## src/hw/ccp_cfg.svh

```systemverilog
/*
  Register offsets, field positions, reset values and response codes
  for the PWM unit.
  Assumes a 32-bit AXI4-Lite slave with byte addresses and one
  aligned word per register.
*/
`ifndef CCP_CFG_SVH
`define CCP_CFG_SVH

`define CCP_OFF_TCTRL     8'h00
`define CCP_OFF_PERIOD    8'h04
`define CCP_OFF_COUNT     8'h08
`define CCP_OFF_DWB       8'h0C
`define CCP_OFF_SHADOW    8'h10
`define CCP_OFF_MCTRL     8'h14
`define CCP_OFF_DIR       8'h18
`define CCP_OFF_STAT      8'h1C
`define CCP_OFF_PORT      8'h20

`define CCP_TC_PS_LSB     0
`define CCP_TC_RUN_BIT    2
`define CCP_TC_POST_LSB   3
`define CCP_MC_MODE_LSB   0
`define CCP_MC_DLOW_LSB   4
`define CCP_ST_FLAG_BIT   0
`define CCP_PT_LATCH_BIT  0
`define CCP_PT_PIN_BIT    1

`define CCP_RST_PERIOD    8'hFF
`define CCP_RST_DIR       1'b1
`define CCP_PWM_MODE_DEF  4'hC

`define CCP_PS_DIV1       2'h0
`define CCP_PS_DIV4       2'h1
`define CCP_LIM_DIV1      6'h03
`define CCP_LIM_DIV4      6'h0F
`define CCP_LIM_DIV16     6'h3F

`define CCP_RESP_OKAY     2'h0
`define CCP_RESP_SLVERR   2'h2

`endif

```

## src/hw/ccp_pkg.sv

```systemverilog
/*
  Types of the PWM unit: register selector and the module state.
  Assumes ccp_cfg.svh supplies offsets and reset values.
*/
package ccp_pkg;

  typedef enum logic [3:0] {
    CCP_R_TCTRL, CCP_R_PERIOD, CCP_R_COUNT, CCP_R_DWB, CCP_R_SHADOW,
    CCP_R_MCTRL, CCP_R_DIR, CCP_R_STAT, CCP_R_PORT, CCP_R_NONE
  } ccp_reg_e;

  typedef struct packed {
    logic [1:0]  ps;
    logic        run;
    logic [3:0]  post;
    logic [7:0]  period;
    logic [7:0]  count;
    logic [5:0]  pre;
    logic [7:0]  dwb;
    logic [7:0]  shadow;
    logic [1:0]  latch;
    logic [3:0]  mode;
    logic [1:0]  dlow;
    logic        dir;
    logic        port;
    logic        flag;
    logic        pwm;
    logic        pin_s1;
    logic        pin_s2;
    logic        pin_o;
    logic        pin_oe;
    logic        awready;
    logic        wready;
    logic        haw;
    logic        hw;
    logic [7:0]  awaddr;
    logic [7:0]  wdata;
    logic        wlane0;
    logic        bvalid;
    logic [1:0]  bresp;
    logic        arready;
    logic        rvalid;
    logic [1:0]  rresp;
    logic [31:0] rdata;
  } ccp_state_s;

endpackage : ccp_pkg

```

## src/hw/ccp_pwm_top.sv

```systemverilog
/*
  PWM mode of a capture/compare/PWM unit with its timebase, reached
  over an AXI4-Lite slave, driving one two-way pin.
  Assumes sleep_req comes from logic on clk_sys and the pin input
  comes from outside the clock domain.
*/
`include "ccp_cfg.svh"

module ccp_pwm_top #(
  parameter logic [3:0] PWM_MODE = `CCP_PWM_MODE_DEF
) (
  input  wire logic        clk_sys,
  input  wire logic        reset,
  input  wire logic        sleep_req,
  input  wire logic        pwm_pin_i,
  output logic             pwm_pin_o,
  output logic             pwm_pin_oe,
  input  wire logic [7:0]  s_axi_awaddr,
  input  wire logic        s_axi_awvalid,
  output logic             s_axi_awready,
  input  wire logic [31:0] s_axi_wdata,
  input  wire logic [3:0]  s_axi_wstrb,
  input  wire logic        s_axi_wvalid,
  output logic             s_axi_wready,
  output logic [1:0]       s_axi_bresp,
  output logic             s_axi_bvalid,
  input  wire logic        s_axi_bready,
  input  wire logic [7:0]  s_axi_araddr,
  input  wire logic        s_axi_arvalid,
  output logic             s_axi_arready,
  output logic [31:0]      s_axi_rdata,
  output logic [1:0]       s_axi_rresp,
  output logic             s_axi_rvalid,
  input  wire logic        s_axi_rready
);
  import ccp_pkg::*;

  localparam ccp_state_s ST_RESET = '{
    period:  `CCP_RST_PERIOD,
    dir:     `CCP_RST_DIR,
    awready: 1'b1,
    wready:  1'b1,
    arready: 1'b1,
    default: '0
  };

  ccp_state_s st_reg;
  ccp_state_s st_next;

  function automatic ccp_reg_e decode(input logic [7:0] addr);
    ccp_reg_e r;
    r = CCP_R_NONE;
    unique case ({addr[7:2], 2'b00})
      `CCP_OFF_TCTRL:  r = CCP_R_TCTRL;
      `CCP_OFF_PERIOD: r = CCP_R_PERIOD;
      `CCP_OFF_COUNT:  r = CCP_R_COUNT;
      `CCP_OFF_DWB:    r = CCP_R_DWB;
      `CCP_OFF_SHADOW: r = CCP_R_SHADOW;
      `CCP_OFF_MCTRL:  r = CCP_R_MCTRL;
      `CCP_OFF_DIR:    r = CCP_R_DIR;
      `CCP_OFF_STAT:   r = CCP_R_STAT;
      `CCP_OFF_PORT:   r = CCP_R_PORT;
      default:         r = CCP_R_NONE;
    endcase
    return r;
  endfunction : decode

  // last prescaler count of one timebase step: 4 clocks times ratio
  function automatic logic [5:0] pre_limit(input logic [1:0] ps);
    logic [5:0] lim;
    unique case (ps)
      `CCP_PS_DIV1: lim = `CCP_LIM_DIV1;
      `CCP_PS_DIV4: lim = `CCP_LIM_DIV4;
      default:      lim = `CCP_LIM_DIV16;
    endcase
    return lim;
  endfunction : pre_limit

  // two low timebase bits: clock phase at 1:1, else prescaler bits
  function automatic logic [1:0] ext_bits(input logic [1:0] ps,
                                          input logic [5:0] pre);
    logic [1:0] e;
    unique case (ps)
      `CCP_PS_DIV1: e = pre[1:0];
      `CCP_PS_DIV4: e = pre[3:2];
      default:      e = pre[5:4];
    endcase
    return e;
  endfunction : ext_bits

  function automatic logic [31:0] read_mux(input ccp_reg_e r,
                                           input ccp_state_s s);
    logic [31:0] d;
    d = 32'h0000_0000;
    unique case (r)
      CCP_R_TCTRL: begin
        d[`CCP_TC_PS_LSB +: 2]   = s.ps;
        d[`CCP_TC_RUN_BIT]       = s.run;
        d[`CCP_TC_POST_LSB +: 4] = s.post;
      end
      CCP_R_PERIOD: d[7:0] = s.period;
      CCP_R_COUNT:  d[7:0] = s.count;
      CCP_R_DWB:    d[7:0] = s.dwb;
      CCP_R_SHADOW: d[7:0] = s.shadow;
      CCP_R_MCTRL: begin
        d[`CCP_MC_MODE_LSB +: 4] = s.mode;
        d[`CCP_MC_DLOW_LSB +: 2] = s.dlow;
      end
      CCP_R_DIR:  d[0] = s.dir;
      CCP_R_STAT: d[`CCP_ST_FLAG_BIT] = s.flag;
      CCP_R_PORT: begin
        d[`CCP_PT_LATCH_BIT] = s.port;
        d[`CCP_PT_PIN_BIT]   = s.pin_s2;
      end
      CCP_R_NONE: d = 32'h0000_0000;
    endcase
    return d;
  endfunction : read_mux

  logic       run_now;
  logic       tick;
  logic       match;
  logic       do_wr;
  logic       flag_clr;
  logic       pwm_mode;
  logic       pwm_mode_next;
  logic [9:0] tb_next;
  ccp_reg_e   wr_sel;
  ccp_reg_e   rd_sel;

  always_comb begin
    st_next  = st_reg;
    match    = 1'b0;
    tick     = 1'b0;
    flag_clr = 1'b0;
    tb_next  = 10'h000;
    pwm_mode = (st_reg.mode == PWM_MODE);
    wr_sel   = decode(st_reg.awaddr);
    rd_sel   = decode(s_axi_araddr);
    do_wr    = st_reg.haw && st_reg.hw && !st_reg.bvalid;

    // pin input synchroniser
    st_next.pin_s1 = pwm_pin_i;
    st_next.pin_s2 = st_reg.pin_s1;

    // read channel
    if (st_reg.rvalid && s_axi_rready) begin
      st_next.rvalid  = 1'b0;
      st_next.arready = 1'b1;
    end
    if (st_reg.arready && s_axi_arvalid) begin
      st_next.arready = 1'b0;
      st_next.rvalid  = 1'b1;
      st_next.rdata   = read_mux(rd_sel, st_reg);
      st_next.rresp   = (rd_sel == CCP_R_NONE) ? `CCP_RESP_SLVERR
                                               : `CCP_RESP_OKAY;
    end

    // write channels, taken in either order
    if (st_reg.bvalid && s_axi_bready) begin
      st_next.bvalid  = 1'b0;
      st_next.awready = 1'b1;
      st_next.wready  = 1'b1;
    end
    if (st_reg.awready && s_axi_awvalid) begin
      st_next.awready = 1'b0;
      st_next.haw     = 1'b1;
      st_next.awaddr  = s_axi_awaddr;
    end
    if (st_reg.wready && s_axi_wvalid) begin
      st_next.wready = 1'b0;
      st_next.hw     = 1'b1;
      st_next.wdata  = s_axi_wdata[7:0];
      st_next.wlane0 = s_axi_wstrb[0];
    end

    // timebase: sleep freezes prescaler and count, postscaler not used
    run_now = st_reg.run && !sleep_req;
    if (run_now) begin
      if (st_reg.pre == pre_limit(st_reg.ps)) begin
        st_next.pre = 6'h00;
        tick        = 1'b1;
      end else begin
        st_next.pre = st_reg.pre + 6'h01;
      end
      if (tick) begin
        if (st_reg.count == st_reg.period) begin
          st_next.count = 8'h00;
          match         = 1'b1;
        end else begin
          st_next.count = st_reg.count + 8'h01;
        end
      end
    end

    // new duty only at a period boundary
    if (match) begin
      st_next.shadow = st_reg.dwb;
      st_next.latch  = st_reg.dlow;
    end

    // output level: set at period start unless new duty is zero, cleared at duty match
    tb_next = {st_next.count, ext_bits(st_reg.ps, st_next.pre)};
    if (!pwm_mode) begin
      st_next.pwm = 1'b0;
    end else if (run_now) begin
      if (match) begin
        st_next.pwm = ({st_reg.dwb, st_reg.dlow} != 10'h000);
      end else if (tb_next == {st_reg.shadow, st_reg.latch}) begin
        st_next.pwm = 1'b0;
      end
    end

    // register writes, byte lane 0 carries every field
    if (do_wr) begin
      st_next.haw    = 1'b0;
      st_next.hw     = 1'b0;
      st_next.bvalid = 1'b1;
      st_next.bresp  = (wr_sel == CCP_R_NONE) ? `CCP_RESP_SLVERR
                                              : `CCP_RESP_OKAY;
      if (st_reg.wlane0) begin
        unique case (wr_sel)
          CCP_R_TCTRL: begin
            st_next.ps   = st_reg.wdata[`CCP_TC_PS_LSB +: 2];
            st_next.run  = st_reg.wdata[`CCP_TC_RUN_BIT];
            st_next.post = st_reg.wdata[`CCP_TC_POST_LSB +: 4];
          end
          CCP_R_PERIOD: st_next.period = st_reg.wdata;
          CCP_R_COUNT:  st_next.count  = st_reg.wdata;
          CCP_R_DWB:    st_next.dwb    = st_reg.wdata;
          CCP_R_SHADOW: begin
            if (!pwm_mode) begin
              st_next.shadow = st_reg.wdata;
            end
          end
          CCP_R_MCTRL: begin
            st_next.mode = st_reg.wdata[`CCP_MC_MODE_LSB +: 4];
            st_next.dlow = st_reg.wdata[`CCP_MC_DLOW_LSB +: 2];
          end
          CCP_R_DIR:  st_next.dir  = st_reg.wdata[0];
          CCP_R_STAT: flag_clr     = st_reg.wdata[`CCP_ST_FLAG_BIT];
          CCP_R_PORT: st_next.port = st_reg.wdata[`CCP_PT_LATCH_BIT];
          CCP_R_NONE: st_next.port = st_reg.port;
        endcase
      end
    end

    // write-one-to-clear, a match in the same cycle wins
    st_next.flag = (st_reg.flag && !flag_clr) || match;

    // pin: direction gates the driver, non-PWM modes give port latch
    pwm_mode_next  = (st_next.mode == PWM_MODE);
    st_next.pin_oe = !st_next.dir;
    st_next.pin_o  = pwm_mode_next ? st_next.pwm : st_next.port;
  end

  always_ff @(posedge clk_sys or posedge reset) begin
    if (reset) begin
      st_reg <= ST_RESET;
    end else begin
      st_reg <= st_next;
    end
  end

  assign pwm_pin_o     = st_reg.pin_o;
  assign pwm_pin_oe    = st_reg.pin_oe;
  assign s_axi_awready = st_reg.awready;
  assign s_axi_wready  = st_reg.wready;
  assign s_axi_bresp   = st_reg.bresp;
  assign s_axi_bvalid  = st_reg.bvalid;
  assign s_axi_arready = st_reg.arready;
  assign s_axi_rdata   = st_reg.rdata;
  assign s_axi_rresp   = st_reg.rresp;
  assign s_axi_rvalid  = st_reg.rvalid;

endmodule : ccp_pwm_top

```

## config.mk

```make
export PLATFORM = sky130hd
export DESIGN_NAME = ccp_pwm_top
export DESIGN_NICKNAME = d
export VERILOG_FILES = /design/src/hw/ccp_pkg.sv /design/src/hw/ccp_pwm_top.sv
export VERILOG_INCLUDE_DIRS = /design/src /design/src/hw
export SDC_FILE = /design/constraint.sdc
export NUM_CORES = 1
export LEC_CHECK = 0
export ABC_AREA = 1
export CAP_MARGIN = 10
export CELL_PAD_IN_SITES_DETAIL_PLACEMENT = 1
export CELL_PAD_IN_SITES_GLOBAL_PLACEMENT = 2
export CORE_AREA = 2 2 124 126
export DETAILED_ROUTE_END_ITERATION = 12
export DIE_AREA = 0 0 126 128
export DONT_BUFFER_PORTS = 1
export PLACE_DENSITY_LB_ADDON = 0.1
export REMOVE_ABC_BUFFERS = 1
export SYNTH_ARGS = -nofsm -noshare
export SYNTH_HDL_FRONTEND = slang
export SYNTH_SLANG_ARGS = --single-unit
```

## constraint.sdc

```tcl
create_clock -name clk_sys -period 3.65 [get_ports clk_sys]
set_clock_uncertainty 0.1 [all_clocks]
set_input_delay 0.365 -clock clk_sys [delete_from_list [all_inputs] [get_ports clk_sys]]
set_output_delay 0.365 -clock clk_sys [all_outputs]
set_load 0.01 [all_outputs]
```

==> results.py, run 1 <==
metrics = {
    "sta": {
        "finalSetupViolations": 0,
        "period_share_pct": 74.5,
        "grt_setup_unrepaired": "false",
        "worst_hold_slack_ns": 0.0221,
        "fin_ws_ns": 0.929,
        "finalCriticalPeriod_ns": 2.72,
        "final.setup.tns_ns": 0,
        "slew_violations": 0,
        "fmax_ghz": 0.368,
        "final_hold_viol_count": 0,
        "worst_pin_slew_ns": 0.932,
        "relSlewSlack_pct": 37.7,
    },
    "power_and_ir_drop": {
        "leakagePower_nw": 2.83,
        "power.density_nw_per_um2": 655,
        "p_int_mw": 2.16,
        "seqPwrFrac_pct": 45.0,
        "sw_frac_of_total_pct": 40.6,
        "power.switching_mw": 1.47,
        "p_comb_share_pct": 31.1,
        "power_mw": 3.63,
        "clock_power_share_pct": 23.9,
        "worst_ir_drop_vdd_uv": 311,
    },
    "place": {
        "place_ws_ns": 0.961,
        "portBuffers": 0,
        "dp_cells": 873,
        "gp_congestion": 0.847,
        "hpwlAfterDp_microns": 11800,
    },
    "worst_hold_path": {
        "holdCritPathClass": "primary input to flip-flop",
        "hp-start": "s_axi_awaddr[7]",
    },
    "cts": {
        "cts_tree": "done",
        "cts_buffers": 9,
        "clockBufferDepth": 2,
        "ctsHoldBuffers": 3,
        "htreeDepth": 3,
        "clkLatencyLatePin_ns": 0.35,
        "root_buffer": "clkbuf_16",
        "cts.sinks": 93,
        "cts_resized": 0,
        "clk_pin_slew_ns": 0.06,
        "cts_setup_buffers": 0,
    },
    "global_route": {
        "grt.total_usage_pct": 20.3,
        "grt_max_degree": 47,
        "overflow": 0,
        "antenna_found_initial": 0,
        "grt_pass1_wl_microns": 25100,
        "grt_pass1_vias": 4612,
    },
    "critical_path": {
        "cp-end-kind": "flip-flop",
        "crit_start": "st_reg[120]$_DFFE_PP0P_",
        "arrival_ns": 2.86,
        "r2r-start": "st_reg[120]$_DFFE_PP0P_",
        "cp-start-kind": "flip-flop",
        "crit_top_cell": "nand2_1",
        "cp_slowest_cell": "dfrtp_1",
        "crit_path_max_fanout": 24,
        "crit_type": "flip-flop to flip-flop",
        "slowest_delay_ns": 0.52,
        "crit_chain": "nor2_1 > nand2_1 > nand2_1 > inv_2 > nand2_4 > nor2_8 > nand2_4 > nand3_1 > nand2_1 > nand2_1 > nand3_1 > nor2_1 > nand2_1 > nand2_2 > nand2_1 > nand3_1 > nand2_1",
        "worst-path-buf-inv": 1,
        "worstPathRequired_ns": 3.79,
        "cp_top_family": "simple AND/OR/NAND/NOR gates",
    },
    "route": {
        "first_iter_violations": 234,
        "firstDrtPassIters": 4,
        "post_drt_wl_per_cell_microns": 17.5,
        "vias_per_cell": 5.00,
        "ant_nets": 0,
        "num_vias": 4451,
        "totalWireLength_microns": 15600,
        "drc": 0,
    },
    "finish": {
        "drive_above_1_share_pct": 6.54,
        "diodes": 0,
        "n_fill_cell": 1882,
        "layout.cells.non_filler": 891,
        "area_growth_pct": 5.90,
        "final_common_cell": "nand2_1",
        "final_cell_mix": "199 x nand2_1, 95 x inv_1, 81 x dfrtp_1",
        "layout.nets": 762,
        "largest_reg_flops": 75,
    },
    "floorplan": {
        "die_h_microns": 128,
        "die_w_microns": 126,
        "pin_count": 104,
        "rows": 45,
        "start_util_pct": 35.2,
        "coreArea_sq_um": 14900,
        "dieArea_sq_um": 16100,
    },
    "run": {
        "drv_cap": 0,
    },
    "logic_synthesis": {
        "ys_types": 37,
        "avgSynthCellArea_sq_um": 7.42,
        "synth_warnings": 0,
        "syn_area_sq_um": 5240,
        "yosysTopAreaCell": "dfrtp_1",
        "synth_top_area_share_pct": 38.7,
        "syn_inst": 706,
        "yosys-top-cells-area": "dfrtp_1 39%, nand2_1 14%, o21ai_0 7.5%, inv_1 6.9%, dfstp_2 6.0%",
        "seq_area_frac_synth_pct": 44.7,
        "synth_seq_cells": 93,
    },
    "run_status": {
        "status": "complete, no violations",
    },
}
power groups by stage:
stage	Sequential, mW	Clock [mW]	Combinational (mW)
6_report	1.63	0.869	1.13
5_1_grt	1.68	0.934	1.33
4_1_cts	1.64	0.899	1.14
3_5_place_dp	1.65	0	1.14
3_3_place_gp	1.64	0	1.10
2_1_floorplan	1.56	0	0.836
cells in the mapped netlist, drive strengths merged:
master	instances
nor2	55
nand4	17
mux2i	1
a2111oi	1
dfstp	12
o21ai	82
xnor2	1
inv	102
o211ai	2
nor3	9
ha	2
conb	1
o2bb2ai	4
a21oi	5
o41ai	1
a22oi	3
dfrtp	81
buf	42
a221oi	1
nand2	203
nor4	5
clkinv	2
xor2	2
o22ai	17
nand3b	4
nand3	43
clkbuf	8
kinds of logic (layout without fill, tap and decap cells):
logic type	Yosys count	after routing	share of synthesized area, %
AND/OR/NAND/NOR	336	336	27.8
multiplexers	1	1	0.191
other	1	26	0.0716
XOR/XNOR	3	3	0.502
AO/OA/AOI/OAI	116	116	12.2
flip-flops	93	93	44.7
adder cells (fa/ha/maj)	2	2	0.478
buffers and inverters	154	126	14.0
area by class of cell:
type | instances | area (sq um) | share of cell area [%]
inverters | 104 | 393 | 7.08
repair buffers | 7 | 60.1 | 1.08
clock buffers | 11 | 233 | 4.20
clock inverters | 4 | 26.3 | 0.474
well taps | 188 | 235 | 4.24
multi-input cells | 484 | 2260 | 40.7
flip-flops and latches | 93 | 2340 | 42.2
worst reg2reg max path, stage by stage, from the launching register on:
cell,delay (ns)
dfrtp_1,0.52
nor2_1,0.13
nand2_1,0.09
nand2_1,0.07
inv_2,0.13
nand2_4,0.10
nor2_8,0.21
nand2_4,0.22
nand3_1,0.19
nand2_1,0.07
nand2_1,0.13
nand3_1,0.09
nor2_1,0.18
nand2_1,0.13
nand2_2,0.09
nand2_1,0.05
nand3_1,0.07
nand2_1,0.06
metal layers:
| layer | vias up | wire [microns] | global-route usage (%) |
|---|---|---|---|
| li1 | 2202 | - | - |
| met1 | 2169 | 7480 | 27.2 |
| met2 | 59 | 7360 | 33.6 |
| met3 | 21 | 436 | 3.30 |
| met4 | 0 | 311 | 6.98 |
| met5 | - | 0 | 0 |
per-stage QoR:
step / instance area [sq um] / utilization, %
final: 5550 / 37.3
after global placement: 5260 / 35.4
after detailed placement: 5260 / 35.4
after CTS: 5550 / 37.3
after global routing: 5550 / 37.3
after floorplan: 4990 / -
path summary, 6_finish.rpt:
check	endpoint	slack (ns)	depth (start not counted)
worst min-delay path	st_reg[55]$_DFFE_PP0P_	0.02	2
min in group asynchronous	st_reg[77]$_DFF_PP0_	0.47	2
worst max register to register	pwm_pin_o$_DFF_PP0_	0.93	17
worst min register to register	st_reg[62]$_DFF_PP0_	0.25	0
max in group asynchronous	st_reg[113]$_DFFE_PP1P_	2.15	3
worst max-delay path	pwm_pin_o$_DFF_PP0_	0.93	17
Power figures use the tool's default switching activity.
==> inputs of run 2 (changes only) <==
==> constraint.sdc (replaced) <==
create_clock -name clk_sys -period 2.8 [get_ports clk_sys]
set_clock_uncertainty 0.1 [all_clocks]
set_input_delay 0.28 -clock clk_sys [delete_from_list [all_inputs] [get_ports clk_sys]]
set_output_delay 0.28 -clock clk_sys [all_outputs]
set_load 0.01 [all_outputs]
==> run 2 against run 1 <==
Power increased by 32%. Final cell count is 2.9% higher. Register-to-register slack got worse by 0.69 ns. Via count rose by 2.9%. Maximum frequency is 6.1% higher. Core utilization up 1.9 points. Routed wire length increased by 1.0%. Global-route usage grew 0.28 points. Design area rose by 5.0%. Clock power rose by 36%. Sequential share of layout area shrank 2.0 points. Count of clock-buffer cells in the layout rose by 1. Critical endpoint unchanged. Highest routed layer unchanged.
==> results.py, run 2 (synthesis results as in run 1) <==
metrics = {
    "sta": {
        "worst_pin_slew_ns": 0.702,
        "relSlewSlack_pct": 53.2,
        "period_share_pct": 91.6,
        "slew_violations": 0,
        "fmax_ghz": 0.390,
        "final_hold_viol_count": 0,
        "grt_setup_unrepaired": "false",
        "finalCriticalPeriod_ns": 2.57,
        "finalSetupViolations": 0,
        "final.setup.tns_ns": 0,
    },
    "critical_path": {
        "arrival_ns": 2.71,
        "cp-end-kind": "flip-flop",
        "crit_path_max_fanout": 15,
        "cp-start-kind": "flip-flop",
        "crit_type": "flip-flop to flip-flop",
        "worstPathRequired_ns": 2.94,
    },
    "finish": {
        "layout.area.seq_sq_um": 2340,
        "area_growth_pct": 11.2,
        "n_fill_cell": 1857,
        "final_cell_mix": "199 x nand2_1, 95 x inv_1, 80 x dfrtp_1",
        "diodes": 0,
        "multiInputGateArea_sq_um": 2260,
        "largest_reg_flops": 75,
        "drive_above_1_share_pct": 7.96,
        "layout.nets": 788,
        "final_common_cell": "nand2_1",
        "final_util_pct": 39.2,
    },
    "global_route": {
        "grt_max_degree": 55,
        "grt_pass1_vias": 4798,
        "grt.total_usage_pct": 20.6,
        "grt_pass1_wl_microns": 25700,
        "antenna_found_initial": 0,
        "overflow": 0,
    },
    "worst_hold_path": {
        "holdCritPathClass": "primary input to flip-flop",
    },
    "cts": {
        "htreeDepth": 3,
        "clkLatencyLatePin_ns": 0.35,
        "cts_tree": "done",
        "clk_pin_slew_ns": 0.07,
        "cts.sinks": 93,
        "cts_buffers": 9,
        "root_buffer": "clkbuf_16",
        "clockBufferDepth": 2,
    },
    "run_status": {
        "status": "complete, no violations",
    },
    "power_and_ir_drop": {
        "leakagePower_nw": 2.95,
        "power.density_nw_per_um2": 825,
        "worst_ir_drop_vdd_uv": 392,
    },
    "route": {
        "vias_per_cell": 5.00,
        "drc": 0,
        "totalWireLength_microns": 15700,
        "ant_nets": 0,
        "post_drt_wl_per_cell_microns": 17.2,
        "firstDrtPassIters": 4,
        "num_vias": 4581,
        "first_iter_violations": 141,
    },
    "floorplan": {
        "rows": 45,
        "die_w_microns": 126,
        "die_h_microns": 128,
        "pin_count": 104,
        "coreArea_sq_um": 14900,
        "dieArea_sq_um": 16100,
        "start_util_pct": 35.2,
    },
    "place": {
        "portBuffers": 0,
        "hpwlAfterDp_microns": 12100,
        "gp_congestion": 0.807,
    },
    "run": {
        "drv_cap": 0,
    },
}
==> run 2: cell type report <==
type	instances	area share, %
well taps	188	4.04
inverters	104	6.75
clock buffers	12	4.41
repair buffers	33	5.33
multi-input cells	484	38.9
clock inverters	3	0.365
flip-flops and latches	93	40.3
==> run 2: critical path, stage by stage (launching register included) <==
cell	delay (ns)
dfstp_2	0.56
inv_1	0.07
nand2_1	0.06
nand2_1	0.06
nor2_1	0.19
nand2_1	0.14
nor2_4	0.15
nand2_4	0.14
nand3_1	0.15
nand2_1	0.06
nand2_1	0.13
nand3_1	0.09
nor2_1	0.17
nand2_1	0.12
nand2_2	0.08
nand2_1	0.05
nand3_1	0.06
nand2_1	0.06
==> run 2: routing by layer <==
layer | vias up | global-route usage, % | wire [microns]
met5 | - | 0 | 0
li1 | 2256 | - | -
met3 | 16 | 2.13 | 440
met1 | 2248 | 27.7 | 7410
met4 | 0 | 6.53 | 217
met2 | 61 | 35.0 | 7670
==> run 2: repair_timing <==
item                                   4_1_cts  5_1_grt
gates resized for setup                      0        2
endpoints found under the hold margin       66        0
buffers inserted                             0        1
hold buffers                                20        0
setup endpoints to repair                    0        4
==> run 2: power by group <==
part,internal (mW),total (mW),switching [mW]
Combinational,0.473,1.49,1.02
Clock,0.647,1.18,0.537
Sequential,1.77,2.13,0.359
Total,2.89,4.80,1.91
==> run 2: worst paths after layout <==
path,start,to,slack (ns),cells after the start
setup / recovery,st_reg[107]$_DFFE_PP1P_,pwm_pin_o$_DFF_PP0_,0.23,17
hold / removal,s_axi_awvalid,s_axi_awready$_DFFE_PP1P_,0.03,3
setup reg to reg,st_reg[107]$_DFFE_PP1P_,pwm_pin_o$_DFF_PP0_,0.23,17
hold reg to reg,st_next[62]$_DFF_PP0_,st_reg[62]$_DFF_PP0_,0.25,0
max in group asynchronous,reset,st_reg[110]$_DFFE_PP1P_,1.48,3
min in group asynchronous,reset,st_reg[51]$_DFFE_PP0P_,0.43,2
==> run 2: through the flow <==
step           area, sq um  total power [mW]  std cells  worst slack (ns)  hold slack, ns
6_report              5820              4.80        917             0.234          0.0334
5_1_grt               5820              5.22        917            0.0108          0.0685
4_1_cts               5810              4.87        916             0.194          0.0333
3_5_place_dp          5330              3.63        881             0.230           0.211
3_3_place_gp          5330              3.56        881             0.236           0.212
2_1_floorplan         4990              3.13        681            0.0195           0.211
